<file path="config.mk">
export PLATFORM = sky130hd
export DESIGN_NAME = ppo_core
export DESIGN_NICKNAME = d
export VERILOG_FILES = /design/src/verilog/ppo_pkg.sv /design/src/verilog/ppo_core.sv /design/src/verilog/ppo_mem.sv
export SDC_FILE = /design/constraint.sdc
export NUM_CORES = 1
export LEC_CHECK = 0
export BUFFER_PORTS_ARGS = -buffer_cell sky130_fd_sc_hd__buf_4
export CAP_MARGIN = 10
export CORE_MARGIN = 2
export CORE_UTILIZATION = 30
export CTS_BUF_LIST = sky130_fd_sc_hd__clkbuf_4
export CTS_CLUSTER_DIAMETER = 40
export CTS_CLUSTER_SIZE = 25
export DETAILED_ROUTE_END_ITERATION = 16
export PLACE_DENSITY = 0.57
export SYNTH_ARGS = -nofsm -noshare
export SYNTH_HDL_FRONTEND = slang
export SYNTH_HIERARCHICAL = 1
export SYNTH_SLANG_ARGS = --single-unit
</file>
<file path="constraint.sdc">
create_clock -name SYS_CLK -period 6.8 [get_ports SYS_CLK]
set_input_delay 0.34 -clock SYS_CLK [delete_from_list [all_inputs] [get_ports SYS_CLK]]
set_output_delay 0.34 -clock SYS_CLK [all_outputs]
set_load 0.02 [all_outputs]
</file>
<file path="src/verilog/ppo_pkg.sv">
// Constants and types shared by the packet priority ordering block.
// Assumes a single 100 MHz clock domain and a two-bit packet priority.
package ppo_pkg;

	localparam int PRIO_W    = 2;
	localparam int SRC_W     = 8;
	localparam int DST_W     = 8;
	localparam int FTYPE_W   = 4;
	localparam int TAG_W     = 8;
	localparam int PORT_W    = 2;
	localparam int TX_SLOTS  = 4;
	localparam int TX_IDX_W  = 2;
	localparam int SEQ_W     = 3;
	localparam int RX_DEPTH  = 4;
	localparam int RX_ADDR_W = 2;
	localparam int RX_CNT_W  = 3;

	// Descriptor layout {src, dst, ftype, tag}
	localparam int DESC_W    = SRC_W + DST_W + FTYPE_W + TAG_W;
	localparam int TAG_LSB   = 0;
	localparam int FTYPE_LSB = TAG_LSB + TAG_W;
	localparam int DST_LSB   = FTYPE_LSB + FTYPE_W;
	localparam int SRC_LSB   = DST_LSB + DST_W;
	// Receive memory word {prio, descriptor}
	localparam int RXW_W     = PRIO_W + DESC_W;

	localparam logic [PRIO_W-1:0]   PRIO_TOP    = 2'h3;
	localparam logic [PRIO_W-1:0]   PRIO_REQ_MAX = 2'h2;
	localparam logic [PRIO_W-1:0]   PRIO_STEP   = 2'h1;
	localparam logic [FTYPE_W-1:0]  FTYPE_MAINT = 4'h8;
	localparam logic [SEQ_W-1:0]    SEQ_ONE     = 3'h1;
	localparam logic [TX_IDX_W-1:0] IDX_ZERO    = 2'h0;
	localparam logic [RX_ADDR_W-1:0] RXA_ONE    = 2'h1;
	localparam logic [RX_CNT_W-1:0] RXC_ONE     = 3'h1;
	localparam logic [RX_CNT_W-1:0] RXC_FULL    = 3'h4;
	localparam logic [2:0]          REQ_LIMIT   = 3'h3;

	typedef enum logic [0:0] {
		PPO_TX_IDLE,
		PPO_TX_BUSY
	} ppo_tx_state_t;

endpackage : ppo_pkg

</file>
<file path="src/verilog/ppo_core.sv">
// Priority ordering and deadlock avoidance for one packet link port.
// Assumes link logic reports accept or retry for each offered packet.
`timescale 1ns/1ps
`default_nettype none
module ppo_core (
	// Clock and reset
	input  wire logic                        SYS_CLK,
	input  wire logic                        RST,
	// Mode
	input  wire logic                        MODE_SWITCH,
	input  wire logic                        MODE_PROMOTE,
	// Transmit intake from transport layer
	input  wire logic                        TX_IN_VALID,
	output logic                             TX_IN_READY,
	input  wire logic [ppo_pkg::PRIO_W-1:0]  TX_IN_PRIO,
	input  wire logic                        TX_IN_IS_RESP,
	input  wire logic                        TX_IN_NEED_RESP,
	input  wire logic [ppo_pkg::PRIO_W-1:0]  TX_IN_REQ_PRIO,
	input  wire logic [ppo_pkg::SRC_W-1:0]   TX_IN_SRC,
	input  wire logic [ppo_pkg::DST_W-1:0]   TX_IN_DST,
	input  wire logic [ppo_pkg::FTYPE_W-1:0] TX_IN_FTYPE,
	input  wire logic [ppo_pkg::TAG_W-1:0]   TX_IN_TAG,
	// Transmit offer to link
	output logic                             TX_OUT_VALID,
	output logic      [ppo_pkg::PRIO_W-1:0]  TX_OUT_PRIO,
	output logic      [ppo_pkg::SRC_W-1:0]   TX_OUT_SRC,
	output logic      [ppo_pkg::DST_W-1:0]   TX_OUT_DST,
	output logic      [ppo_pkg::FTYPE_W-1:0] TX_OUT_FTYPE,
	output logic      [ppo_pkg::TAG_W-1:0]   TX_OUT_TAG,
	output logic      [ppo_pkg::PORT_W-1:0]  TX_OUT_PORT,
	input  wire logic                        TX_ACCEPT,
	input  wire logic                        TX_RETRY,
	// Receive from link
	input  wire logic                        RX_VALID,
	input  wire logic                        RX_ERR_FREE,
	input  wire logic [ppo_pkg::PRIO_W-1:0]  RX_PRIO,
	input  wire logic [ppo_pkg::SRC_W-1:0]   RX_SRC,
	input  wire logic [ppo_pkg::DST_W-1:0]   RX_DST,
	input  wire logic [ppo_pkg::FTYPE_W-1:0] RX_FTYPE,
	input  wire logic [ppo_pkg::TAG_W-1:0]   RX_TAG,
	output logic                             RX_ACK,
	output logic                             RX_NAK_RETRY,
	// Receive delivery to transport layer
	output logic                             RX_OUT_VALID,
	input  wire logic                        RX_OUT_READY,
	output logic      [ppo_pkg::PRIO_W-1:0]  RX_OUT_PRIO,
	output logic      [ppo_pkg::SRC_W-1:0]   RX_OUT_SRC,
	output logic      [ppo_pkg::DST_W-1:0]   RX_OUT_DST,
	output logic      [ppo_pkg::FTYPE_W-1:0] RX_OUT_FTYPE,
	output logic      [ppo_pkg::TAG_W-1:0]   RX_OUT_TAG
);
	import ppo_pkg::*;

	// Transmit slot state
	logic                sv_r    [TX_SLOTS];
	logic                sv_nxt  [TX_SLOTS];
	logic                sr_r    [TX_SLOTS];
	logic                sr_nxt  [TX_SLOTS];
	logic [PRIO_W-1:0]   sp_r    [TX_SLOTS];
	logic [PRIO_W-1:0]   sp_nxt  [TX_SLOTS];
	logic [SEQ_W-1:0]    sq_r    [TX_SLOTS];
	logic [SEQ_W-1:0]    sq_nxt  [TX_SLOTS];
	logic [DESC_W-1:0]   sd_r    [TX_SLOTS];
	logic [DESC_W-1:0]   sd_nxt  [TX_SLOTS];
	logic [SEQ_W-1:0]    seq_r;
	logic [SEQ_W-1:0]    seq_nxt;
	ppo_tx_state_t       txs_r;
	ppo_tx_state_t       txs_nxt;
	logic [TX_IDX_W-1:0] cur_r;
	logic [TX_IDX_W-1:0] cur_nxt;
	logic                in_rdy_r;
	logic                in_rdy_nxt;
	logic                out_v_r;
	logic                out_v_nxt;
	logic [PRIO_W-1:0]   out_p_r;
	logic [PRIO_W-1:0]   out_p_nxt;
	logic [DESC_W-1:0]   out_d_r;
	logic [DESC_W-1:0]   out_d_nxt;
	logic [PORT_W-1:0]   out_port_r;
	logic [PORT_W-1:0]   out_port_nxt;

	// Transmit selection and intake helpers
	logic                sel_found;
	logic [TX_IDX_W-1:0] sel_idx;
	logic                free_found;
	logic [TX_IDX_W-1:0] free_idx;
	logic [PRIO_W-1:0]   in_prio;
	logic                take;
	logic [2:0]          req_cnt;
	logic [2:0]          free_cnt;
	logic                tx_done;

	// Highest unsigned priority wins, then lowest age rank
	// Ranks close up on each departure, so age never wraps however long a slot waits
	always_comb begin
		sel_found  = 1'b0;
		sel_idx    = IDX_ZERO;
		free_found = 1'b0;
		free_idx   = IDX_ZERO;
		for (int i = 0; i < TX_SLOTS; i++) begin
			if (sv_r[i] && (!sel_found || (sp_r[i] > sp_r[sel_idx]) ||
			    ((sp_r[i] == sp_r[sel_idx]) && (sq_r[i] < sq_r[sel_idx])))) begin
				sel_found = 1'b1;
				sel_idx   = i[TX_IDX_W-1:0];
			end
			if (!sv_r[i] && !free_found) begin
				free_found = 1'b1;
				free_idx   = i[TX_IDX_W-1:0];
			end
		end
	end

	// Priority given at intake
	always_comb begin
		in_prio = TX_IN_PRIO;
		if (!MODE_SWITCH) begin
			if (TX_IN_IS_RESP) begin
				if (TX_IN_REQ_PRIO == PRIO_TOP) begin
					in_prio = PRIO_TOP;
				end else if (TX_IN_PRIO <= TX_IN_REQ_PRIO) begin
					in_prio = TX_IN_REQ_PRIO + PRIO_STEP;
				end
			end else if (TX_IN_NEED_RESP && (TX_IN_PRIO > PRIO_REQ_MAX)) begin
				in_prio = PRIO_REQ_MAX;
			end
		end
	end

	assign take    = TX_IN_VALID && in_rdy_r;
	assign tx_done = (txs_r == PPO_TX_BUSY) && TX_ACCEPT;

	// Transmit next state
	always_comb begin
		for (int i = 0; i < TX_SLOTS; i++) begin
			sv_nxt[i] = sv_r[i];
			sr_nxt[i] = sr_r[i];
			sp_nxt[i] = sp_r[i];
			sq_nxt[i] = sq_r[i];
			sd_nxt[i] = sd_r[i];
			// Younger slots move up one rank when the accepted slot leaves
			if (tx_done && sv_r[i] && (sq_r[i] > sq_r[cur_r])) begin
				sq_nxt[i] = sq_r[i] - SEQ_ONE;
			end
		end
		// Held count doubles as the rank given to the next intake
		seq_nxt      = seq_r - (tx_done ? SEQ_ONE : '0);
		txs_nxt      = txs_r;
		cur_nxt      = cur_r;
		out_v_nxt    = out_v_r;
		out_p_nxt    = out_p_r;
		out_d_nxt    = out_d_r;
		out_port_nxt = out_port_r;
		if (take) begin
			sv_nxt[free_idx] = 1'b1;
			sr_nxt[free_idx] = TX_IN_IS_RESP;
			sp_nxt[free_idx] = in_prio;
			sq_nxt[free_idx] = seq_nxt;
			sd_nxt[free_idx] = {TX_IN_SRC, TX_IN_DST, TX_IN_FTYPE, TX_IN_TAG};
			seq_nxt          = seq_nxt + SEQ_ONE;
		end
		case (txs_r)
			PPO_TX_IDLE: begin
				if (sel_found) begin
					txs_nxt      = PPO_TX_BUSY;
					cur_nxt      = sel_idx;
					out_v_nxt    = 1'b1;
					out_p_nxt    = sp_r[sel_idx];
					out_d_nxt    = sd_r[sel_idx];
					// Routing key is the destination field alone
					out_port_nxt = sd_r[sel_idx][DST_LSB +: PORT_W];
				end
			end
			PPO_TX_BUSY: begin
				if (TX_ACCEPT) begin
					// Slot freed only on acceptance
					sv_nxt[cur_r] = 1'b0;
					txs_nxt       = PPO_TX_IDLE;
					out_v_nxt     = 1'b0;
				end else if (TX_RETRY) begin
					// One level per retry keeps promotion minimal
					if (!MODE_SWITCH && MODE_PROMOTE && sr_r[cur_r] &&
					    (sp_r[cur_r] != PRIO_TOP)) begin
						sp_nxt[cur_r] = sp_r[cur_r] + PRIO_STEP;
					end
					txs_nxt   = PPO_TX_IDLE;
					out_v_nxt = 1'b0;
				end
			end
			default: begin
				txs_nxt   = PPO_TX_IDLE;
				out_v_nxt = 1'b0;
			end
		endcase
	end

	// Intake ready for next cycle, from the updated slots
	always_comb begin
		req_cnt  = '0;
		free_cnt = '0;
		for (int i = 0; i < TX_SLOTS; i++) begin
			if (sv_nxt[i] && !sr_nxt[i]) begin
				req_cnt = req_cnt + 3'h1;
			end
			if (!sv_nxt[i]) begin
				free_cnt = free_cnt + 3'h1;
			end
		end
		// Switch forwards no responses of its own; only end points hold a slot back
		in_rdy_nxt = (free_cnt != 3'h0) &&
		             (MODE_SWITCH || TX_IN_IS_RESP || (req_cnt < REQ_LIMIT));
	end

	always_ff @(posedge SYS_CLK) begin
		if (RST) begin
			for (int i = 0; i < TX_SLOTS; i++) begin
				sv_r[i] <= 1'b0;
				sr_r[i] <= 1'b0;
				sp_r[i] <= '0;
				sq_r[i] <= '0;
				sd_r[i] <= '0;
			end
			seq_r      <= '0;
			txs_r      <= PPO_TX_IDLE;
			cur_r      <= IDX_ZERO;
			in_rdy_r   <= 1'b0;
			out_v_r    <= 1'b0;
			out_p_r    <= '0;
			out_d_r    <= '0;
			out_port_r <= '0;
		end else begin
			for (int i = 0; i < TX_SLOTS; i++) begin
				sv_r[i] <= sv_nxt[i];
				sr_r[i] <= sr_nxt[i];
				sp_r[i] <= sp_nxt[i];
				sq_r[i] <= sq_nxt[i];
				sd_r[i] <= sd_nxt[i];
			end
			seq_r      <= seq_nxt;
			txs_r      <= txs_nxt;
			cur_r      <= cur_nxt;
			in_rdy_r   <= in_rdy_nxt;
			out_v_r    <= out_v_nxt;
			out_p_r    <= out_p_nxt;
			out_d_r    <= out_d_nxt;
			out_port_r <= out_port_nxt;
		end
	end

	// Receive state
	logic [RX_CNT_W-1:0]  cnt_r;
	logic [RX_CNT_W-1:0]  cnt_nxt;
	logic [RX_ADDR_W-1:0] wp_r;
	logic [RX_ADDR_W-1:0] wp_nxt;
	logic [RX_ADDR_W-1:0] rp_r;
	logic [RX_ADDR_W-1:0] rp_nxt;
	logic [RX_CNT_W-1:0]  stored_r;
	logic [RX_CNT_W-1:0]  stored_nxt;
	logic                 pend_r;
	logic                 pend_nxt;
	logic                 ack_r;
	logic                 ack_nxt;
	logic                 nak_r;
	logic                 nak_nxt;
	logic                 ov_r;
	logic                 ov_nxt;
	logic [RXW_W-1:0]     ow_r;
	logic [RXW_W-1:0]     ow_nxt;
	logic                 room;
	logic                 acc;
	logic                 rd_go;
	logic                 dlv;
	logic [RXW_W-1:0]     mem_q;

	// Ladder: occupancy at most N admits priority N, so each level keeps a buffer
	assign room  = ({1'b0, RX_PRIO} >= cnt_r) && (cnt_r < RXC_FULL);
	// Decision looks at input space only, never at transmit congestion
	assign acc   = RX_VALID && RX_ERR_FREE && room;
	assign dlv   = ov_r && RX_OUT_READY;
	assign rd_go = (stored_r != '0) && !pend_r && !ov_r;

	always_comb begin
		cnt_nxt    = cnt_r;
		wp_nxt     = wp_r;
		rp_nxt     = rp_r;
		stored_nxt = stored_r;
		pend_nxt   = 1'b0;
		ov_nxt     = ov_r;
		ow_nxt     = ow_r;
		ack_nxt    = acc;
		// Errored packets belong to error recovery, not to a retry here
		nak_nxt    = RX_VALID && RX_ERR_FREE && !room;
		if (acc) begin
			wp_nxt = wp_r + RXA_ONE;
		end
		if (rd_go) begin
			rp_nxt   = rp_r + RXA_ONE;
			pend_nxt = 1'b1;
		end
		stored_nxt = stored_r + (acc ? RXC_ONE : '0) - (rd_go ? RXC_ONE : '0);
		// Count covers packets until handed upward
		cnt_nxt    = cnt_r + (acc ? RXC_ONE : '0) - (dlv ? RXC_ONE : '0);
		if (pend_r) begin
			ov_nxt = 1'b1;
			ow_nxt = mem_q;
		end else if (dlv) begin
			ov_nxt = 1'b0;
		end
	end

	always_ff @(posedge SYS_CLK) begin
		if (RST) begin
			cnt_r    <= '0;
			wp_r     <= '0;
			rp_r     <= '0;
			stored_r <= '0;
			pend_r   <= 1'b0;
			ack_r    <= 1'b0;
			nak_r    <= 1'b0;
			ov_r     <= 1'b0;
			ow_r     <= '0;
		end else begin
			cnt_r    <= cnt_nxt;
			wp_r     <= wp_nxt;
			rp_r     <= rp_nxt;
			stored_r <= stored_nxt;
			pend_r   <= pend_nxt;
			ack_r    <= ack_nxt;
			nak_r    <= nak_nxt;
			ov_r     <= ov_nxt;
			ow_r     <= ow_nxt;
		end
	end

	ppo_mem u_rx_mem (
		.clk     (SYS_CLK),
		.wr_en   (acc),
		.wr_addr (wp_r),
		.wr_data ({RX_PRIO, RX_SRC, RX_DST, RX_FTYPE, RX_TAG}),
		.rd_en   (rd_go),
		.rd_addr (rp_r),
		.rd_data (mem_q)
	);

	// Outputs
	assign TX_IN_READY  = in_rdy_r;
	assign TX_OUT_VALID = out_v_r;
	assign TX_OUT_PRIO  = out_p_r;
	assign TX_OUT_SRC   = out_d_r[SRC_LSB +: SRC_W];
	assign TX_OUT_DST   = out_d_r[DST_LSB +: DST_W];
	assign TX_OUT_FTYPE = out_d_r[FTYPE_LSB +: FTYPE_W];
	assign TX_OUT_TAG   = out_d_r[TAG_LSB +: TAG_W];
	assign TX_OUT_PORT  = out_port_r;
	assign RX_ACK       = ack_r;
	assign RX_NAK_RETRY = nak_r;
	assign RX_OUT_VALID = ov_r;
	assign RX_OUT_PRIO  = ow_r[DESC_W +: PRIO_W];
	assign RX_OUT_SRC   = ow_r[SRC_LSB +: SRC_W];
	assign RX_OUT_DST   = ow_r[DST_LSB +: DST_W];
	assign RX_OUT_FTYPE = ow_r[FTYPE_LSB +: FTYPE_W];
	assign RX_OUT_TAG   = ow_r[TAG_LSB +: TAG_W];

endmodule : ppo_core
`default_nettype wire

</file>
<file path="src/verilog/ppo_mem.sv">
// Small receive buffer memory: one write port, one read port.
// Assumes the caller never reads and writes the same word in one cycle.
`timescale 1ns/1ps
`default_nettype none
module ppo_mem (
	// Clock
	input  wire logic                         clk,
	// Write side
	input  wire logic                         wr_en,
	input  wire logic [ppo_pkg::RX_ADDR_W-1:0] wr_addr,
	input  wire logic [ppo_pkg::RXW_W-1:0]    wr_data,
	// Read side
	input  wire logic                         rd_en,
	input  wire logic [ppo_pkg::RX_ADDR_W-1:0] rd_addr,
	output logic      [ppo_pkg::RXW_W-1:0]    rd_data
);
	import ppo_pkg::*;

	logic [RXW_W-1:0] mem_r [RX_DEPTH];
	logic [RXW_W-1:0] rd_data_r;

	always_ff @(posedge clk) begin
		if (wr_en) begin
			mem_r[wr_addr] <= wr_data;
		end
		if (rd_en) begin
			rd_data_r <= mem_r[rd_addr];
		end
	end

	assign rd_data = rd_data_r;

endmodule : ppo_mem
`default_nettype wire

</file>
==> impl_metrics.toml <==
[logic_synthesis]
ys_seq_elements = 374
yosysMostFrequentCell = "nand2_1"
synth_area_leaders = "edfxtp_1 29%, dfxtp_1 29%, nand2_1 7.2%"
synth_cell_type_count = 62
yosys_warnings = 6
seq_area_frac_synth = 0.576
synth_edf_count = 150
async_flop_share = 0
synthTopCellsByCount = "299 x nand2_1, 224 x dfxtp_1, 197 x a21oi_1"
netlist_area_um2 = 15600
yosysTopAreaCellShare = 0.289
yosysTopAreaCell = "edfxtp_1"
ys.flop_type = "dfxtp_1"
synth_nets = 1575
synthCells = 1452
synth_area_per_cell_um2 = 10.7

[route]
drt_first_pass_iters = 5
drc_errors = 0
detail-route-antenna-nets = 0
wl_per_cell_um = 16.2
drt-initial-drc-count = 494
vias = 11300
drt-total-wl_um = 38700
routed_via_density = 4.76

[place]
post-dp-hpwl_um = 23800
gp_congestion = 0.811
pre_cts_ws_ns = 0.691
port_buffers = 140
place_inst = 2203

[layout]
fin_cells = 2382
nets = 1777
area_growth_pct = 21.6
final_core_util = 0.369
layout-drive-gt1-share = 0.189

[outcome]
status = "finished, final reports clean"

[floorplanning]
die_area_um2 = 53900
fp.dieW_um = 232
core-area_um2 = 51400
initial_core_util = 0.304
ioPinCount = 141
rows = 83
chipHeight_um = 232

[clocking]
cts.sinks = 374
cts_buffers = 58
root_buffer = "clkbuf_4"
clock_latency_ns = 0.84
clockBufferDepth = 3
cts_tree = "done"
post-cts-setup-buffers = 0
path_clk_slew_ns = 0.10
htreeDepth = 2

[pwr]
pwr-share-comb = 0.239
ir_worst_vdd_mv = 0.211
power.density_nw_per_um2 = 311
clkPwrFrac = 0.282
power.switching_mw = 1.89
sw_frac_of_total = 0.321
leakage_nw = 7.19
seqPwrFrac = 0.479
internal_power_mw = 4.01

[sta]
setup_viol = 0
layout_min_cycle_time_ns = 6.08
worst_slew_pin_slew_ns = 1.09
finalWorstSetupSlack_ns = 0.723
hold_viol_final = 0
fin_skew_ns = 0.0549
timing.fmax_ghz = 0.165
setup_tns_ns = 0
rsz0062_at_grt = "no"
slew_violations = 0
relSlewSlack = 0.274
finalCritPeriodShare = 0.894

[global_routing]
grt_pass1_vias = 11400
grt_pass1_wl_um = 61100
grt_max_degree = 75
antenna_found_initial = 5
gr-total-overflow = 0
grt_use_total = 0.144

[critical_path]
critPathBufInv = 4
rr_startpoint = "sq_r[0][2]$_SDFF_PP0_"
cp.depth = 24
path_delay_family = "compound AO/OA/AOI/OAI gates"
r2r_slack_ns = 0.72
path_cells = "inv_1, ha_1, a21oi_1, nand2_1, nor2_1, o21ai_4, buf_4, a21oi_1, inv_1, ha_1, nand2_1, o21a_1, o31ai_2, a21o_2, nand2_1, o21ai_0, ha_1, a21o_1, a221oi_1, o21a_1, a221oi_4, inv_2, o211ai_1, a211oi_1"
regToRegEndpoint = "out_d_r[27]$_SDFFE_PP0P_"
end_kind = "flip-flop"
critPathMaxFanout = 32
r2r_cells = 24
required_ns = 7.53
critPathSlowestCell = "a221oi_1"
cp_data_arrival_time_ns = 6.80
max_stage_delay_ns = 0.54
crit_type = "reg -> reg"
cp-start-kind = "flip-flop"

[hold_path]
holdPathStages = 5
min_to = "sp_r[0][0]$_SDFF_PP0_"
hp-start = "TX_IN_NEED_RESP"
min_path_type = "in -> reg"

[job]
drv_cap = 0
[repair_timing]
action / CTS / global route
endpoints found under the hold margin: 246 / 0
hold buffers: 71 / 0
resized for setup: 0 / 0
[through the flow]
stage	area [um^2]	hold WS (ns)	power, mW
floorplan	15600	0.432	3.79
global placement	17300	0.439	4.25
detailed placement	17300	0.446	4.29
CTS	19000	0.0669	6.02
global route	19000	0.116	6.27
finish	19000	0.165	5.90
[layout by cell type (no fill, tap or decap), types with 3 or more instances in the layout]
cell type      count
clkinv_1           9
edfxtp_1         150
dfxtp_1          222
mux2_2             3
xor2_1             5
nand3_1            6
clkbuf_4          62
nand2b_1           7
ha_1              47
a211oi_1          18
dlygate4sd3_1     71
o211ai_1          29
mux4_2            36
inv_6              8
mux2i_1           69
inv_1             43
nor3_1             5
bufinv_16          6
nor2_1            94
a21o_1             7
o21ai_0           38
o21a_1             5
clkinv_2           4
clkinv_4          13
nand2_1          299
xnor2_1           15
clkinvlp_4         4
and2_1             4
a21oi_1          195
a311oi_1           6
nor2b_1            6
and3_1             4
buf_4            161
[flip-flops by register name, indices dropped and copies added, names as in the netlist, 4 cells and up, named ones only]
name              count
u_rx_mem/mem_r      120
sd_r                112
ow_r                 30
u_rx_mem/rd_data     30
out_d_r              27
sq_r                 12
sp_r                  8
sr_r                  4
sv_r                  4
[power groups by stage]
stage	clock, mW	combinational [mW]	sequential (mW)
floorplan	0	0.846	2.95
global placement	0	1.38	2.87
detailed placement	0	1.41	2.88
CTS	1.74	1.45	2.83
global route	1.84	1.57	2.86
finish	1.66	1.41	2.83
[worst max-delay path by stage]
| stage | startpoint | to |
|---|---|---|
| 2_1_floorplan | sp_r[0][1]$_SDFF_PP0_ | out_d_r[19]$_SDFFE_PP0P_ |
| 3_3_place_gp | sq_r[0][2]$_SDFF_PP0_ | TX_OUT_PRIO[1]$_SDFFE_PP0P_ |
| 3_5_place_dp | sp_r[0][1]$_SDFF_PP0_ | out_d_r[27]$_SDFFE_PP0P_ |
| 4_1_cts | sp_r[0][1]$_SDFF_PP0_ | out_d_r[27]$_SDFFE_PP0P_ |
| 5_1_grt | sp_r[0][1]$_SDFF_PP0_ | out_d_r[27]$_SDFFE_PP0P_ |
| 6_report | sq_r[0][2]$_SDFF_PP0_ | out_d_r[27]$_SDFFE_PP0P_ |
[metal layers]
layer	track usage	vias to the layer above	wire, um
met4	0.0469	8	802
met2	0.254	272	19300
met3	0.0357	70	2200
li1	-	5553	-
met1	0.170	5436	16300
met5	0	-	41
[area by class of cell]
type	count	area, um^2
Fill cell	5105	32400
Sequential cell	374	8990
Multi-Input combinational cell	941	6090
Timing Repair Buffer	233	1930
Tap cell	680	851
Clock inverter	45	472
Clock buffer	62	465
Inverter	46	173
Antenna cell	1	2.50
[worst min-delay path: stages]
cell	delay (ns)
buf_4	0.08
nand3_1	0.07
o311a_1	0.23
nand2_1	0.11
a311oi_1	0.08
[cell families (layout without fill, tap and decap cells)]
| logic type | after synthesis | after routing | share of synthesized area |
|---|---|---|---|
| multiplexers | 108 | 108 | 0.0984 |
| AND/OR/NAND/NOR | 443 | 443 | 0.116 |
| AO/OA/AOI/OAI | 321 | 321 | 0.120 |
| XOR/XNOR | 20 | 20 | 0.0112 |
| adder cells (fa/ha/maj) | 49 | 49 | 0.0403 |
| other | 0 | 1 | 0 |
| buffers and inverters | 137 | 386 | 0.0373 |
| flip-flops | 374 | 374 | 0.576 |
No activity file was read; power rests on OpenSTA's default activity.
